===== src/core/svr_pkg.sv =====
// Shared constants for the serial-transducer card read port and its host.
// Assumes one 100 MHz clock and a synchronous, active-high reset on both ends.
package svr_pkg;
	// Bus decode
	localparam logic [5:0] SVR_AM_SHORT_NP = 6'h29;
	localparam logic [5:0] SVR_AM_RESERVED = 6'h1F;
	localparam logic [5:0] SVR_AM_EXP_LO = 6'h18;
	localparam logic [5:0] SVR_AM_EXP_HI = 6'h1E;
	localparam int SVR_ADDR_W = 16;
	localparam int SVR_SW_W = 5;
	localparam int SVR_OFS_W = 11;
	// Window layout
	localparam int SVR_IMG_BYTES = 16;
	localparam logic [10:0] SVR_OFS_IMG_LAST = 11'h00F;
	localparam logic [10:0] SVR_OFS_CMD_HI = 11'h080;
	localparam logic [10:0] SVR_OFS_CMD_LO = 11'h081;
	localparam logic [10:0] SVR_OFS_PAR_FIRST = 11'h082;
	localparam logic [10:0] SVR_OFS_PAR_LAST = 11'h08F;
	// Read image: position 0..3, rate 4..7, raw word 8..11, status 12..13, 14..15 zero
	localparam logic [31:0] SVR_RAW_ABSENT = 32'hFFFFFFFF;
	localparam logic [15:0] SVR_RSVD_WORD = 16'h0000;
	localparam int SVR_STAT_NV_ERR_BIT = 0;
	localparam int SVR_STAT_RUN_BIT = 1;
	localparam int SVR_STAT_FAULT_BIT = 2;
	localparam int SVR_CMD_CLR_NV_BIT = 0;
	localparam logic [15:0] SVR_CMD_RESET = 16'h0000;
	// Host timing
	localparam int SVR_CLK_NS = 10;
	localparam int SVR_HOST_TMO_NS = 5000;
	localparam int SVR_HOST_TMO_CYC = SVR_HOST_TMO_NS / SVR_CLK_NS;
endpackage


===== src/core/svr_bus_if.sv =====
// Backplane signals between the card read port and the host reader.
// Both ends drive separate nets, so no wire resolution is needed here.
`timescale 1ns/1ps
`default_nettype none
interface svr_bus_if;
	logic [5:0] am;
	logic [15:0] a;
	logic as_n;
	logic ds0_n;
	logic ds1_n;
	logic write_n;
	logic [7:0] wd;
	logic [7:0] rd;
	logic dtack_n;
	logic berr_n;
	modport card (input am, a, as_n, ds0_n, ds1_n, write_n, wd, output rd, dtack_n, berr_n);
	modport host (output am, a, as_n, ds0_n, ds1_n, write_n, wd, input rd, dtack_n, berr_n);
endinterface
`default_nettype wire


===== src/core/svr_card_port.sv =====
// Card end: backplane slave answering byte reads of the sixteen-byte image.
// Assumes bus inputs synchronous to ref_clk and a host that holds strobes until answered.
//
// Functional notes
// Answer only address modifier 29h.
// Decode short 16-bit addresses only.
// Expansion controller maps 1Eh..18h to 29h.
// Host never issues reserved modifier 1Fh.
// Host reads exactly sixteen bytes per image.
// Byte cycles only; word cycles fail.
// Image starts at switch-selected base.
// Image holds position, rate, raw word.
// Raw serial bits passed through untouched.
// Absent transducer reads all ones.
// One serial word per host read.
// Green indicator lit while operational.
// Red indicator lit on init failure.
// Memory error reported, host write clears.
// Host trusts data only on success.
// Command at base+80h, parameters at +82h.
// Image bytes consecutive, fixed order.
`timescale 1ns/1ps
`default_nettype none
module svr_card_port
	import svr_pkg::*;
(
	input wire logic ref_clk,
	input wire logic srst,
	svr_bus_if.card bus,
	input wire logic [4:0] base_sw,
	input wire logic [31:0] pos_value,
	input wire logic [31:0] rate_value,
	input wire logic [31:0] ssi_word,
	input wire logic ssi_word_vld,
	output logic ssi_frame_req,
	input wire logic nv_err_evt,
	input wire logic init_done,
	input wire logic init_fail,
	output logic run_led,
	output logic fault_led,
	output logic [15:0] cmd_word,
	output logic par_wr_stb,
	output logic [3:0] par_wr_idx,
	output logic [7:0] par_wr_data
);
	typedef enum logic [1:0] {
		SVR_ST_IDLE = 2'h0,
		SVR_ST_ACK = 2'h1,
		SVR_ST_ERR = 2'h2
	} svr_card_st_e;

	// Picks byte k of the image, most significant byte at the lowest offset
	function automatic logic [7:0] img_byte(input logic [127:0] img, input logic [3:0] k);
		img_byte = img[8'd127 - {k, 3'h0} -: 8];
	endfunction

	svr_card_st_e st_q, st_d;
	logic [7:0] rd_q, rd_d;
	logic [127:0] snap_q, snap_d;
	logic [31:0] raw_q, raw_d;
	logic wait_q, wait_d;
	logic frame_q, frame_d;
	logic nv_q, nv_d;
	logic done_q, done_d;
	logic fail_q, fail_d;
	logic [15:0] cmd_q, cmd_d;
	logic pstb_q, pstb_d;
	logic [3:0] pidx_q, pidx_d;
	logic [7:0] pdat_q, pdat_d;
	logic sel;
	logic is_word;
	logic any_ds;
	logic [10:0] ofs;
	logic [15:0] stat;
	logic [127:0] live;
	logic [10:0] pofs;

	// Selection: modifier, upper five address bits and a data strobe
	assign any_ds = ~bus.ds0_n | ~bus.ds1_n;
	assign is_word = ~bus.ds0_n & ~bus.ds1_n;
	assign ofs = bus.a[10:0];
	assign sel = ~bus.as_n & any_ds
		& (bus.am == SVR_AM_SHORT_NP)
		& (bus.a[15:11] == base_sw);
	assign pofs = ofs - SVR_OFS_PAR_FIRST;

	// Status word and live image in fixed byte order
	always_comb begin
		stat = SVR_RSVD_WORD;
		stat[SVR_STAT_NV_ERR_BIT] = nv_q;
		stat[SVR_STAT_RUN_BIT] = run_led;
		stat[SVR_STAT_FAULT_BIT] = fail_q;
		live = {pos_value, rate_value, raw_q, stat, SVR_RSVD_WORD};
	end

	// Bus cycle state, read data and snapshot
	always_comb begin
		st_d = st_q;
		rd_d = rd_q;
		snap_d = snap_q;
		case (st_q)
			SVR_ST_IDLE: begin
				if (sel) begin
					if (is_word) begin
						st_d = SVR_ST_ERR;
					end else begin
						st_d = SVR_ST_ACK;
						rd_d = 8'h00;
						if (bus.write_n && ofs <= SVR_OFS_IMG_LAST) begin
							// Offset 0 freezes the image so all sixteen bytes agree
							if (ofs == 11'h000) begin
								snap_d = live;
								rd_d = img_byte(live, 4'h0);
							end else begin
								rd_d = img_byte(snap_q, ofs[3:0]);
							end
						end
					end
				end
			end
			SVR_ST_ACK, SVR_ST_ERR: begin
				// Hold the answer until the host lets go of its strobes
				if (!any_ds || bus.as_n) begin
					st_d = SVR_ST_IDLE;
				end
			end
			default: begin
				st_d = SVR_ST_IDLE;
			end
		endcase
	end

	always_ff @(posedge ref_clk) begin
		if (srst) begin
			st_q <= SVR_ST_IDLE;
			rd_q <= 8'h00;
			snap_q <= '0;
		end else begin
			st_q <= st_d;
			rd_q <= rd_d;
			snap_q <= snap_d;
		end
	end

	assign bus.rd = rd_q;
	assign bus.dtack_n = (st_q != SVR_ST_ACK);
	assign bus.berr_n = (st_q != SVR_ST_ERR);

	// Serial receiver: one frame per image read, first word only
	always_comb begin
		raw_d = raw_q;
		wait_d = wait_q;
		frame_d = 1'b0;
		if (st_q == SVR_ST_IDLE && sel && !is_word && bus.write_n && ofs == 11'h000) begin
			frame_d = 1'b1;
			wait_d = 1'b1;
		end else if (wait_q && ssi_word_vld) begin
			raw_d = ssi_word;
			wait_d = 1'b0;
		end
	end

	// Raw word idles high, so nothing attached still reads as all ones
	always_ff @(posedge ref_clk) begin
		if (srst) begin
			raw_q <= SVR_RAW_ABSENT;
			wait_q <= 1'b0;
			frame_q <= 1'b0;
		end else begin
			raw_q <= raw_d;
			wait_q <= wait_d;
			frame_q <= frame_d;
		end
	end

	assign ssi_frame_req = frame_q;

	// Host writes: command bytes, parameter bytes, memory error clear
	always_comb begin
		cmd_d = cmd_q;
		pstb_d = 1'b0;
		pidx_d = pidx_q;
		pdat_d = pdat_q;
		nv_d = nv_q;
		if (st_q == SVR_ST_IDLE && sel && !is_word && !bus.write_n) begin
			if (ofs == SVR_OFS_CMD_HI) begin
				cmd_d[15:8] = bus.wd;
			end else if (ofs == SVR_OFS_CMD_LO) begin
				cmd_d[7:0] = bus.wd;
				if (bus.wd[SVR_CMD_CLR_NV_BIT]) begin
					nv_d = 1'b0;
				end
			end else if (ofs >= SVR_OFS_PAR_FIRST && ofs <= SVR_OFS_PAR_LAST) begin
				pstb_d = 1'b1;
				pidx_d = pofs[3:0];
				pdat_d = bus.wd;
			end
		end
		// A new error in the clearing cycle is kept
		if (nv_err_evt) begin
			nv_d = 1'b1;
		end
	end

	always_ff @(posedge ref_clk) begin
		if (srst) begin
			cmd_q <= SVR_CMD_RESET;
			pstb_q <= 1'b0;
			pidx_q <= 4'h0;
			pdat_q <= 8'h00;
			nv_q <= 1'b0;
		end else begin
			cmd_q <= cmd_d;
			pstb_q <= pstb_d;
			pidx_q <= pidx_d;
			pdat_q <= pdat_d;
			nv_q <= nv_d;
		end
	end

	assign cmd_word = cmd_q;
	assign par_wr_stb = pstb_q;
	assign par_wr_idx = pidx_q;
	assign par_wr_data = pdat_q;

	// Start-up outcome; a failure stays latched until the next reset
	always_comb begin
		done_d = done_q | init_done;
		fail_d = fail_q | init_fail;
	end

	always_ff @(posedge ref_clk) begin
		if (srst) begin
			done_q <= 1'b0;
			fail_q <= 1'b0;
		end else begin
			done_q <= done_d;
			fail_q <= fail_d;
		end
	end

	assign run_led = done_q & ~fail_q;
	assign fault_led = fail_q;
endmodule
`default_nettype wire


===== src/flat_wrapper.sv =====
// flat-port wrapper written by rule: the top's interface ports become plain ports
module svr_card_port_flat import svr_pkg::*;
  (ref_clk, srst, base_sw, pos_value, rate_value, ssi_word, ssi_word_vld, ssi_frame_req, nv_err_evt, init_done, init_fail, run_led, fault_led, cmd_word, par_wr_stb, par_wr_idx, par_wr_data, bus_am, bus_a, bus_as_n, bus_ds0_n, bus_ds1_n, bus_write_n, bus_wd, bus_rd, bus_dtack_n, bus_berr_n);
  svr_bus_if bus_i ();
  input wire logic ref_clk;
  input wire logic srst;
  input wire logic [4:0] base_sw;
  input wire logic [31:0] pos_value;
  input wire logic [31:0] rate_value;
  input wire logic [31:0] ssi_word;
  input wire logic ssi_word_vld;
  output logic ssi_frame_req;
  input wire logic nv_err_evt;
  input wire logic init_done;
  input wire logic init_fail;
  output logic run_led;
  output logic fault_led;
  output logic [15:0] cmd_word;
  output logic par_wr_stb;
  output logic [3:0] par_wr_idx;
  output logic [7:0] par_wr_data;
  input wire logic [$bits(bus_i.am)-1:0] bus_am;
  input wire logic [$bits(bus_i.a)-1:0] bus_a;
  input wire logic [$bits(bus_i.as_n)-1:0] bus_as_n;
  input wire logic [$bits(bus_i.ds0_n)-1:0] bus_ds0_n;
  input wire logic [$bits(bus_i.ds1_n)-1:0] bus_ds1_n;
  input wire logic [$bits(bus_i.write_n)-1:0] bus_write_n;
  input wire logic [$bits(bus_i.wd)-1:0] bus_wd;
  output wire logic [$bits(bus_i.rd)-1:0] bus_rd;
  output wire logic [$bits(bus_i.dtack_n)-1:0] bus_dtack_n;
  output wire logic [$bits(bus_i.berr_n)-1:0] bus_berr_n;
  assign bus_i.am = bus_am;
  assign bus_i.a = bus_a;
  assign bus_i.as_n = bus_as_n;
  assign bus_i.ds0_n = bus_ds0_n;
  assign bus_i.ds1_n = bus_ds1_n;
  assign bus_i.write_n = bus_write_n;
  assign bus_i.wd = bus_wd;
  assign bus_rd = bus_i.rd;
  assign bus_dtack_n = bus_i.dtack_n;
  assign bus_berr_n = bus_i.berr_n;
  svr_card_port u_core (.ref_clk(ref_clk), .srst(srst), .bus(bus_i), .base_sw(base_sw), .pos_value(pos_value), .rate_value(rate_value), .ssi_word(ssi_word), .ssi_word_vld(ssi_word_vld), .ssi_frame_req(ssi_frame_req), .nv_err_evt(nv_err_evt), .init_done(init_done), .init_fail(init_fail), .run_led(run_led), .fault_led(fault_led), .cmd_word(cmd_word), .par_wr_stb(par_wr_stb), .par_wr_idx(par_wr_idx), .par_wr_data(par_wr_data));
endmodule

===== config.mk =====
export PLATFORM = sky130hd
export DESIGN_NAME = svr_card_port_flat
export DESIGN_NICKNAME = d
export VERILOG_FILES = /design/src/core/svr_pkg.sv /design/src/core/svr_bus_if.sv /design/src/core/svr_card_port.sv /design/src/flat_wrapper.sv
export SDC_FILE = /design/constraint.sdc
export NUM_CORES = 1
export LEC_CHECK = 0
export ABC_CLOCK_PERIOD_IN_PS = 4200
export BUFFER_PORTS_ARGS = -buffer_cell sky130_fd_sc_hd__buf_2
export CORE_MARGIN = 2
export CORE_UTILIZATION = 60
export CTS_BUF_LIST = sky130_fd_sc_hd__clkbuf_4
export DETAILED_ROUTE_END_ITERATION = 16
export PLACE_DENSITY_LB_ADDON = 0.25
export SLEW_MARGIN = 25
export SYNTH_ARGS = -nofsm -noshare
export SYNTH_HDL_FRONTEND = slang
export SYNTH_SLANG_ARGS = --single-unit

===== constraint.sdc =====
create_clock -name ref_clk -period 4.2 [get_ports ref_clk]
set_input_delay 0.84 -clock ref_clk [delete_from_list [all_inputs] [get_ports ref_clk]]
set_output_delay 0.84 -clock ref_clk [all_outputs]
set_load 0.01 [all_outputs]

==> metrics, run 1 <==
status completed; R2R cell count 7; WL per Instance 15.7 µm; top cells by area, synth dfxtp_1 47%, nand2_1 10%, a21oi_1 7.2%; setup bufs post-CTS 0; Flop pwr share 0.561; I/O Buffers 182; Placer Congestion 0.861; post-synthesis async set-or-reset flop share 0; Nets 1146; CP arrival 3570 ps; post-layout power 2.97 mW; CTS buffer count 17; Die ar. 0.0135 mm²; Clk pwr share 0.377; Skew-Pair Late Insertion Delay 600 ps; number of synthesized flops with an enable pin 0; Hold Fails Final Rpt 0; average size of a mapped cell 8.77 µm²; Comb pwr share 0.062; post-route minimum period 3080 ps; area post-placement 0.00845 mm²; register cell area after layout 0.00350 mm²; Internal Power 2.27 mW; RSZ-0062 raised after global routing false; layout cells sized above 1 0.249; Inserted Diodes 0; Reg2Reg Capture Point u_core.par_wr_idx[1]$_SDFFE_PP0P_; setup TNS 0 ps; largest net degree at the start of global routing 109; fill cell count 972; H-tree Lvls 4; # resized after CTS 0; antenna violations before repair 0; worst min-delay path class in2reg; slew margin rel. 0.398; Max FO, Critical Path 45; First-pass DRT Iterations 5; clk_skew 16.2 ps; leak pwr 3.60 nW; hold_buf cts 0; fin cells 1181; Core Util, Final 0.727; Hold Path Cell Cnt 2; Req. time, crit path 4690 ps; CP Capture Type register; Worst-path clk slew 150 ps; leading cell type in the layout, fill and taps excluded nand2_1; Core Box Area 0.0121 mm²; ys flop type dfxtp_1; GRT overflow 0; Final Max Slew Viols 0; Max Cap Violations 0; critical setup path kind in2reg; Total GRT Usage 0.279; Net Count, Synth 1005; setup violators final 0; NetSw 692 µW; FMAX 324 MHz; initial core utilization 0.622; TritonCTS clock tree built; hold_ws 448 ps; first-pass GRT wire length 29.4 mm; Post-Synthesis Cells 859; CP Launch Type input port; WL final 18.6 mm; clock sink total 175; post-synthesis cell area 0.00753 mm²; most frequent cells in the layout 210 x nand2_1, 181 x buf_2, 175 x dfxtp_1; clock root buffer clkbuf_4; I/O Pins 183; Yosys top cell by area dfxtp_1; FF-to-FF setup slack 1720 ps; worst flop-to-flop path startpoint u_core.st_q[0]$_SDFFE_PP0P_; maximum VDD drop 0.273 mV; Power Density 337 mW/mm²; antenna viol nets, final 0; drt initial violations 561; fin worst setup slack 1120 ps; Residual DRC 0; Switching Fraction 0.233; row cnt 40; post-synthesis sequential area ratio 0.465; area of the multi-input gates 0.00370 mm²; fin crit share 0.734; DIE HEIGHT 116 µm; slew at the pin with the worst max-slew slack 903 ps; DPL Wire Length 12.8 mm; Die W 116 µm; Hold EP u_core.nv_q$_SDFFE_PP0P_; vias in the first global route 6097; Synth top area share 0.465; placed cells 1149; Via Count 6666; Ys Warns 0; vias per std cell 5.64; number of distinct library cells after synthesis 46; Synth-to-Final Area Change 16.9%; fin area 0.00880 mm²; clk buf depth 2; Yosys reg bits 175; Hold Startpoint bus_wd[0]; pre-CTS setup slack 554 ps
[Yosys cell counts, types with 9 or more instances]
master    instances
nor2_1           28
mux2i_1          21
clkbuf_1         43
mux2_2            9
mux4_2           16
nand2_1         210
a21oi_1         108
o21ai_0          12
nand2b_1         16
a211o_1          36
dfxtp_1         175
and3_1           33
nor2b_1          28
nand3_1          11
buf_2            18
[power groups by stage]
stage | registers [mW] | logic, mW | clock network (mW)
floorplan | 1.70 | 0.0905 | 0
detailed placement | 1.70 | 0.181 | 0
CTS | 1.66 | 0.182 | 1.12
finish | 1.66 | 0.183 | 1.12
global placement | 1.70 | 0.182 | 0
global route | 1.67 | 0.200 | 1.19
[critical path, cell delays in order]
cell	delay, ps
buf_2	230
or4_1	730
nor3_4	470
nand4_4	380
buf_4	400
and3_1	220
a211o_1	270
[registers in the layout (all words and copies together), names as in the netlist, 2 cells and up]
name                flops
u_core.snap_q          99
u_core.raw_q           32
u_core.cmd_word        16
u_core.bus.rd           8
u_core.par_wr_data      8
u_core.par_wr_idx       4
u_core.st_q             2
[final cells by class]
class | instances | area share
clock buffers | 17 | 0.0145
clock inverters | 15 | 0.0247
inverters | 8 | 0.00341
multi-input cells | 608 | 0.420
flip-flops and latches | 175 | 0.398
well taps | 168 | 0.0239
repair buffers | 190 | 0.115
[kinds of logic after synthesis]
family,after synthesis,share of synthesized area
AO/OA/AOI/OAI,185,0.152
multiplexers,54,0.101
AND/OR/NAND/NOR,358,0.222
XOR/XNOR,6,0.00698
buffers and inverters,76,0.0449
adder cells (fa/ha/maj),5,0.00831
flip-flops,175,0.465
[worst max-delay path by stage]
stage / start / slack (ps) / endpoint
final: bus_a[2] / 1120 / u_core.raw_q[20]$_SDFFE_PP1P_
after global routing: bus_a[2] / 990 / u_core.raw_q[20]$_SDFFE_PP1P_
after CTS: bus_a[2] / 1180 / u_core.raw_q[20]$_SDFFE_PP1P_
after detailed placement: bus_a[2] / 550 / u_core.raw_q[20]$_SDFFE_PP1P_
after global placement: bus_a[2] / 610 / u_core.raw_q[18]$_SDFFE_PP1P_
after floorplan: bus_a[1] / 1200 / u_core.par_wr_data[1]$_SDFFE_PP0P_
[routing by layer]
layer	up-vias	share of wire	track usage
li1	3262	-	-
met1	3111	0.46	0.379
met2	261	0.45	0.447
met3	32	0.071	0.0628
met4	0	0.020	0.0897
met5	-	0	0
No activity file was read; power rests on OpenSTA's default activity.
==> inputs of run 2 (changes only) <==
--- a/config.mk
+++ b/config.mk
@@ -5,10 +5,10 @@
 export SDC_FILE = /design/constraint.sdc
 export NUM_CORES = 1
 export LEC_CHECK = 0
-export ABC_CLOCK_PERIOD_IN_PS = 4200
+export ABC_CLOCK_PERIOD_IN_PS = 2950
 export BUFFER_PORTS_ARGS = -buffer_cell sky130_fd_sc_hd__buf_2
 export CORE_MARGIN = 2
-export CORE_UTILIZATION = 60
+export CORE_UTILIZATION = 55
 export CTS_BUF_LIST = sky130_fd_sc_hd__clkbuf_4
 export DETAILED_ROUTE_END_ITERATION = 16
 export PLACE_DENSITY_LB_ADDON = 0.25
==> constraint.sdc (replaced) <==
create_clock -name ref_clk -period 2.95 [get_ports ref_clk]
set_input_delay 0.59 -clock ref_clk [delete_from_list [all_inputs] [get_ports ref_clk]]
set_output_delay 0.59 -clock ref_clk [all_outputs]
set_load 0.01 [all_outputs]
==> run 2 against run 1 <==
Setup slack lost 450 ps. Non-clock buffer count grew 7. Largest cell class unchanged. Sequential share of layout area grew 0.12 points. Critical path depth grew 2. Total power grew 30%. Clock power grew 9%. Clock skew shrank 5.4 ps.
==> metrics, run 2 (synthesis gave the netlist of run 1 again) <==
RSZ-0062 raised after global routing false; Setup crit start u_core.st_q[0]$_SDFFE_PP0P_; Final Max Slew Viols 0 (unchanged); gr busiest metal met2; clock sink total 175 (unchanged); CP arrival 2750 ps (-820 ps); layout cells sized above 1 0.250 (+0.00123); largest net degree at the start of global routing 117 (+7.3%); Max Cap Violations 0 (unchanged); Residual DRC 0 (unchanged); Core Box Area 0.0133 mm² (+9.8%); Via Count 6639 (-0.41%); I/O Pins 183 (unchanged); max reg flops 99 (unchanged); clk_skew 10.8 ps (-5.44 ps); initial core utilization 0.566 (-0.0553); setup violators final 0 (unchanged); drt initial violations 412 (-27%); Die ar. 0.0146 mm² (+8.8%); worst min-delay path class in2reg; CP Capture Type register; most frequent cells in the layout 210 x nand2_1, 181 x buf_2, 175 x dfxtp_1; pre-CTS setup slack 232 ps (-321 ps); antenna violations before repair 1 (+1); Skew-Pair Late Insertion Delay 570 ps (-30 ps); vias per std cell 5.55 (-1.7%); Max FO, Critical Path 116 (+160%); slew at the pin with the worst max-slew slack 930 ps (+27.5 ps); Hold Fails Final Rpt 0 (unchanged); first-pass GRT wire length 29.7 mm (+0.91%); Placer Congestion 0.809 (-6.1%); H-tree Lvls 4 (unchanged); vias in the first global route 6087 (-0.16%); hold_buf cts 0 (unchanged); Synth-to-Final Area Change 16.5%; post-layout power 3.85 mW (+30%); Core Util, Final 0.660 (-0.0667); worst flop-to-flop path startpoint u_core.st_q[0]$_SDFFE_PP0P_; met3 global-route usage 0.0522 (-0.0106); GRT overflow 0 (unchanged); CP Launch Type register; Power Density 439 mW/mm² (+30%); WL final 18.6 mm (+0.34%); critical setup path kind reg2reg; fin crit share 0.773; row cnt 42 (+5.0%); slew margin rel. 0.380 (-0.0183); clk buf depth 2 (unchanged); First-pass DRT Iterations 5 (unchanged); antenna viol nets, final 0 (unchanged); CTS buffer count 17 (unchanged); Largest Register u_core.snap_q; FMAX 439 MHz; DIE HEIGHT 121 µm (+4.3%); grt met1 use 0.351 (-0.0283); clock root buffer clkbuf_4; fin worst setup slack 671 ps (-447 ps); status completed; Req. time, crit path 3420 ps (-1270 ps); setup TNS 0 ps (unchanged); setup bufs post-CTS 0 (unchanged); maximum VDD drop 0.316 mV (+16%); I/O Buffers 182 (unchanged); # resized after CTS 0 (unchanged); TritonCTS clock tree built; hold_ws 230 ps (-218 ps); Nets 1153 (+0.61%); Total GRT Usage 0.257 (-0.0228); met2 Usage GRT 0.403 (-0.0444); Hold Startpoint bus_wd[0]; DPL Wire Length 12.9 mm (+0.69%); leading cell type in the layout, fill and taps excluded nand2_1; Die W 121 µm (+4.3%); leak pwr 3.59 nW (-0.20%); WL per Instance 15.6 µm (-1.0%); post-route minimum period 2280 ps; Worst-path clk slew 130 ps (-20 ps)
run 2: cell types whose count changed in the layout (fill, tap and decap cells not counted):
cell and change:
clkinv_4 -2, inv_8 -1, buf_4 +6, clkinv_1 +4, clkbuf_4 +6, buf_12 +1, diode_2 +1, bufinv_16 -4
clkinv_2 -3
run 2: critical path, stage by stage (launching register included):
cell     delay (ps)
dfxtp_1         400
inv_1            80
ha_1            280
nand2_1          90
nor2_1           80
nand4_4         120
buf_12          330
nand2_1         170
buf_12          220
a211o_1         300
run 2: per-layer routing:
| layer | up-vias | share of wire |
|---|---|---|
| li1 | 3271 | - |
| met1 | 3116 | 0.46 |
| met2 | 218 | 0.46 |
| met3 | 34 | 0.063 |
| met4 | 0 | 0.021 |
| met5 | - | 0 |
run 2: report_power, final:
part	switching, mW	total (mW)	internal (mW)
Clock	0.761	1.22	0.459
Combinational	0.146	0.266	0.120
Sequential	0.00241	2.37	2.37
Total	0.910	3.85	2.94
run 2: path summary, 6_finish.rpt:
kind                                         end  slack (ps)  cells after the start
setup / recovery   u_core.raw_q[25]$_SDFFE_PP1P_         670                      9
hold / removal          u_core.nv_q$_SDFFE_PP0P_         230                      2
setup reg to reg   u_core.raw_q[25]$_SDFFE_PP1P_         670                      9
hold reg to reg   u_core.snap_q[71]$_SDFFE_PP0P_         460                      2
run 2: metrics by stage:
step | cell area, µm² | std cells
after floorplan | 7530 | 859
after global placement | 8530 | 1164
after detailed placement | 8530 | 1164
after CTS | 8770 | 1196
after global routing | 8770 | 1197
final | 8770 | 1197
run 2: final cells by class:
cell class                      count  area (µm²)
Antenna cell                        1        2.50
Tap cell                          176         220
Timing Repair Buffer              197        1080
Sequential cell                   175        3500
Clock buffer                       23         173
Multi-Input combinational cell    608        3700
Inverter                            8        30.0
Fill cell                        1151        4520
Clock inverter                      9        68.8
==> inputs of run 3 (changes only) <==
--- a/config.mk
+++ b/config.mk
@@ -5,10 +5,10 @@
 export SDC_FILE = /design/constraint.sdc
 export NUM_CORES = 1
 export LEC_CHECK = 0
-export ABC_CLOCK_PERIOD_IN_PS = 2950
+export ABC_CLOCK_PERIOD_IN_PS = 2000
 export BUFFER_PORTS_ARGS = -buffer_cell sky130_fd_sc_hd__buf_2
 export CORE_MARGIN = 2
-export CORE_UTILIZATION = 55
+export CORE_UTILIZATION = 50
 export CTS_BUF_LIST = sky130_fd_sc_hd__clkbuf_4
 export DETAILED_ROUTE_END_ITERATION = 16
 export PLACE_DENSITY_LB_ADDON = 0.25
==> constraint.sdc (replaced) <==
create_clock -name ref_clk -period 2 [get_ports ref_clk]
set_input_delay 0.4 -clock ref_clk [delete_from_list [all_inputs] [get_ports ref_clk]]
set_output_delay 0.4 -clock ref_clk [all_outputs]
set_load 0.01 [all_outputs]
==> run 3 against run 2 <==
Die area up 9.7%. Fmax up 18%. Clock skew up 4.6 ps. Final area is 5.8% higher. Critical path depth shrank 1. Non-clock buffer count up 46. Critical endpoint is now u_core.cmd_word[0]$_SDFFE_PP0P_.
==> metrics, run 3 (synthesis gave the netlist of run 1 again) <==
worst flop-to-flop path startpoint u_core.st_q[0]$_SDFFE_PP0P_; Reg2Reg Capture Point u_core.cmd_word[0]$_SDFFE_PP0P_; FMAX 518 MHz (+18%); leading cell type in the layout, fill and taps excluded nand2_1; setup violators final 0 (unchanged); vias per std cell 5.42 (-2.4%); worst min-delay path class in2reg; CP arrival 2440 ps (-310 ps); initial core utilization 0.514 (-0.0522); post-layout power 6.02 mW (+56%); placed cells 1214 (+4.3%); Synth-to-Final Area Change 23.3%; fill cell count 1320 (+15%); largest net degree at the start of global routing 63 (-46%); most frequent cells in the layout 209 x nand2_1, 181 x buf_2, 173 x dfxtp_1; DIE HEIGHT 127 µm (+4.7%); H-tree Lvls 4 (unchanged); Skew-Pair Late Insertion Delay 580 ps (about the same); first-pass GRT wire length 31.7 mm (+6.6%); slew margin rel. 0.649 (+0.270); max reg flops 99 (unchanged); FF-to-FF setup slack 70 ps (-600 ps); DPL Wire Length 14.3 mm (+11%); crit path max-delay cell type dfxtp_2; Req. time, crit path 2500 ps (-920 ps); Hold EP u_core.nv_q$_SDFFE_PP0P_; Via Count 6780 (+2.1%); register cell area after layout 0.00351 mm² (about the same); Nets 1199 (+4.0%); clock root buffer clkbuf_4; Residual DRC 0 (unchanged); clk_skew 15.3 ps (+4.57 ps); Die W 127 µm (+4.7%); Core Box Area 0.0146 mm² (+10%); CTS buffer count 17 (unchanged); post-route minimum period 1930 ps (-347 ps); I/O Buffers 182 (unchanged); Worst-path clk slew 140 ps (about the same); fin crit share 0.966 (+0.193); maximum VDD drop 0.520 mV (+64%); Hold Startpoint bus_wd[0]; row cnt 44 (+4.8%); Worst path depth 8 (-1); CP cell instances inv_1, ha_2, o211ai_1, nor4_1, and3_2, buf_4, and2_4, mux2i_1; Max Cap Violations 0 (unchanged); critical setup path kind reg2reg; WL final 19.8 mm (+6.2%); Die ar. 0.0161 mm² (+9.7%); First-pass DRT Iterations 5 (unchanged); clock sink total 175 (unchanged); I/O Pins 183 (unchanged); leak pwr 3.87 nW (+7.9%); Placer Congestion 0.864 (+6.9%); clk buf depth 2 (unchanged); CP Launch Type register; CP Capture Type register; drt initial violations 462 (+12%); GRT overflow 0 (unchanged); Final Max Slew Viols 0 (unchanged); TritonCTS clock tree built; slew at the pin with the worst max-slew slack 526 ps (-404 ps); vias in the first global route 6410 (+5.3%); status completed; R2R cell count 8 (-1); Total GRT Usage 0.247 (-0.00990); fin cells 1252 (+4.6%); Largest Register u_core.snap_q; layout cells sized above 1 0.296 (+0.0464); Hold Path Cell Cnt 2 (unchanged); Max FO, Critical Path 8 (-93%); Power Density 649 mW/mm² (+48%); antenna viol nets, final 0 (unchanged); antenna violations before repair 3 (+2); Hold Fails Final Rpt 0 (unchanged); CP bufs+invs 2 (-1); hold_ws 37.3 ps (-193 ps); area of the multi-input gates 0.00375 mm² (+1.4%); delay-heaviest family, CP simple AND/OR/NAND/NOR gates; Core Util, Final 0.634 (-0.0260); CP max stage delay 360 ps (-40 ps); WL per Instance 15.8 µm (+1.5%)
==> run 3: cell count changes in the layout (fill, tap and decap cells not counted), moves of 4 or more <==
cell,change
buf_4,+41
clkinv_4,+4
mux2_1,-6
o21ai_0,-7
mux2_4,+6
clkbuf_4,-6
o21ai_1,+7
==> run 3: area by class of cell <==
cell class,count,area share
Multi-Input combinational cell,608,0.404
Sequential cell,175,0.378
Timing Repair Buffer,243,0.158
Tap cell,184,0.0248
Clock inverter,15,0.0183
Clock buffer,17,0.0137
Inverter,8,0.00323
Antenna cell,2,0.000539
==> run 3: where the power goes <==
group          internal [mW]  switching (mW)  leakage, nW
Sequential              3.49         0.00289         1.41
Clock                  0.859            1.22        0.154
Combinational          0.218           0.231         2.31
==> run 3: what timing repair did <==
| action | in CTS | in global routing |
|---|---|---|
| hold buffers | 2 | 0 |
| gates resized for setup | 0 | 4 |
| hold endpoints to repair | 2 | 0 |
| buffers inserted | 0 | 2 |
| setup endpoints to repair | 0 | 120 |
==> run 3: per-stage QoR <==
| stage | setup WS (ps) | instance area, µm² | TNS (ps) |
|---|---|---|---|
| after floorplan | -274 | 7690 | -33390 |
| after CTS | 31.9 | 9240 | 0 |
| after detailed placement | -260 | 8930 | -31610 |
| after global routing | -52.5 | 9280 | -247 |
| after global placement | -258 | 8930 | -27910 |
| final | 68.1 | 9280 | 0 |
==> run 3: how the worst max path moves through the flow <==
stage,start,endpoint
final,u_core.st_q[0]$_SDFFE_PP0P_,u_core.cmd_word[0]$_SDFFE_PP0P_
after global placement,bus_a[5],u_core.cmd_word[0]$_SDFFE_PP0P_
after CTS,u_core.st_q[0]$_SDFFE_PP0P_,u_core.cmd_word[0]$_SDFFE_PP0P_
after floorplan,bus_a[1],u_core.raw_q[10]$_SDFFE_PP1P_
after detailed placement,bus_a[5],u_core.cmd_word[0]$_SDFFE_PP0P_
after global routing,u_core.st_q[1]$_SDFFE_PP0P_,u_core.cmd_word[0]$_SDFFE_PP0P_
==> run 3: routing by layer <==
layer  wire (µm)  global-route usage  up-vias
li1            -                   -     3369
met1        8940               0.323     3184
met2        9430               0.413      198
met3        1090              0.0574       27
met4         294              0.0679        2
met5          13                   0        -
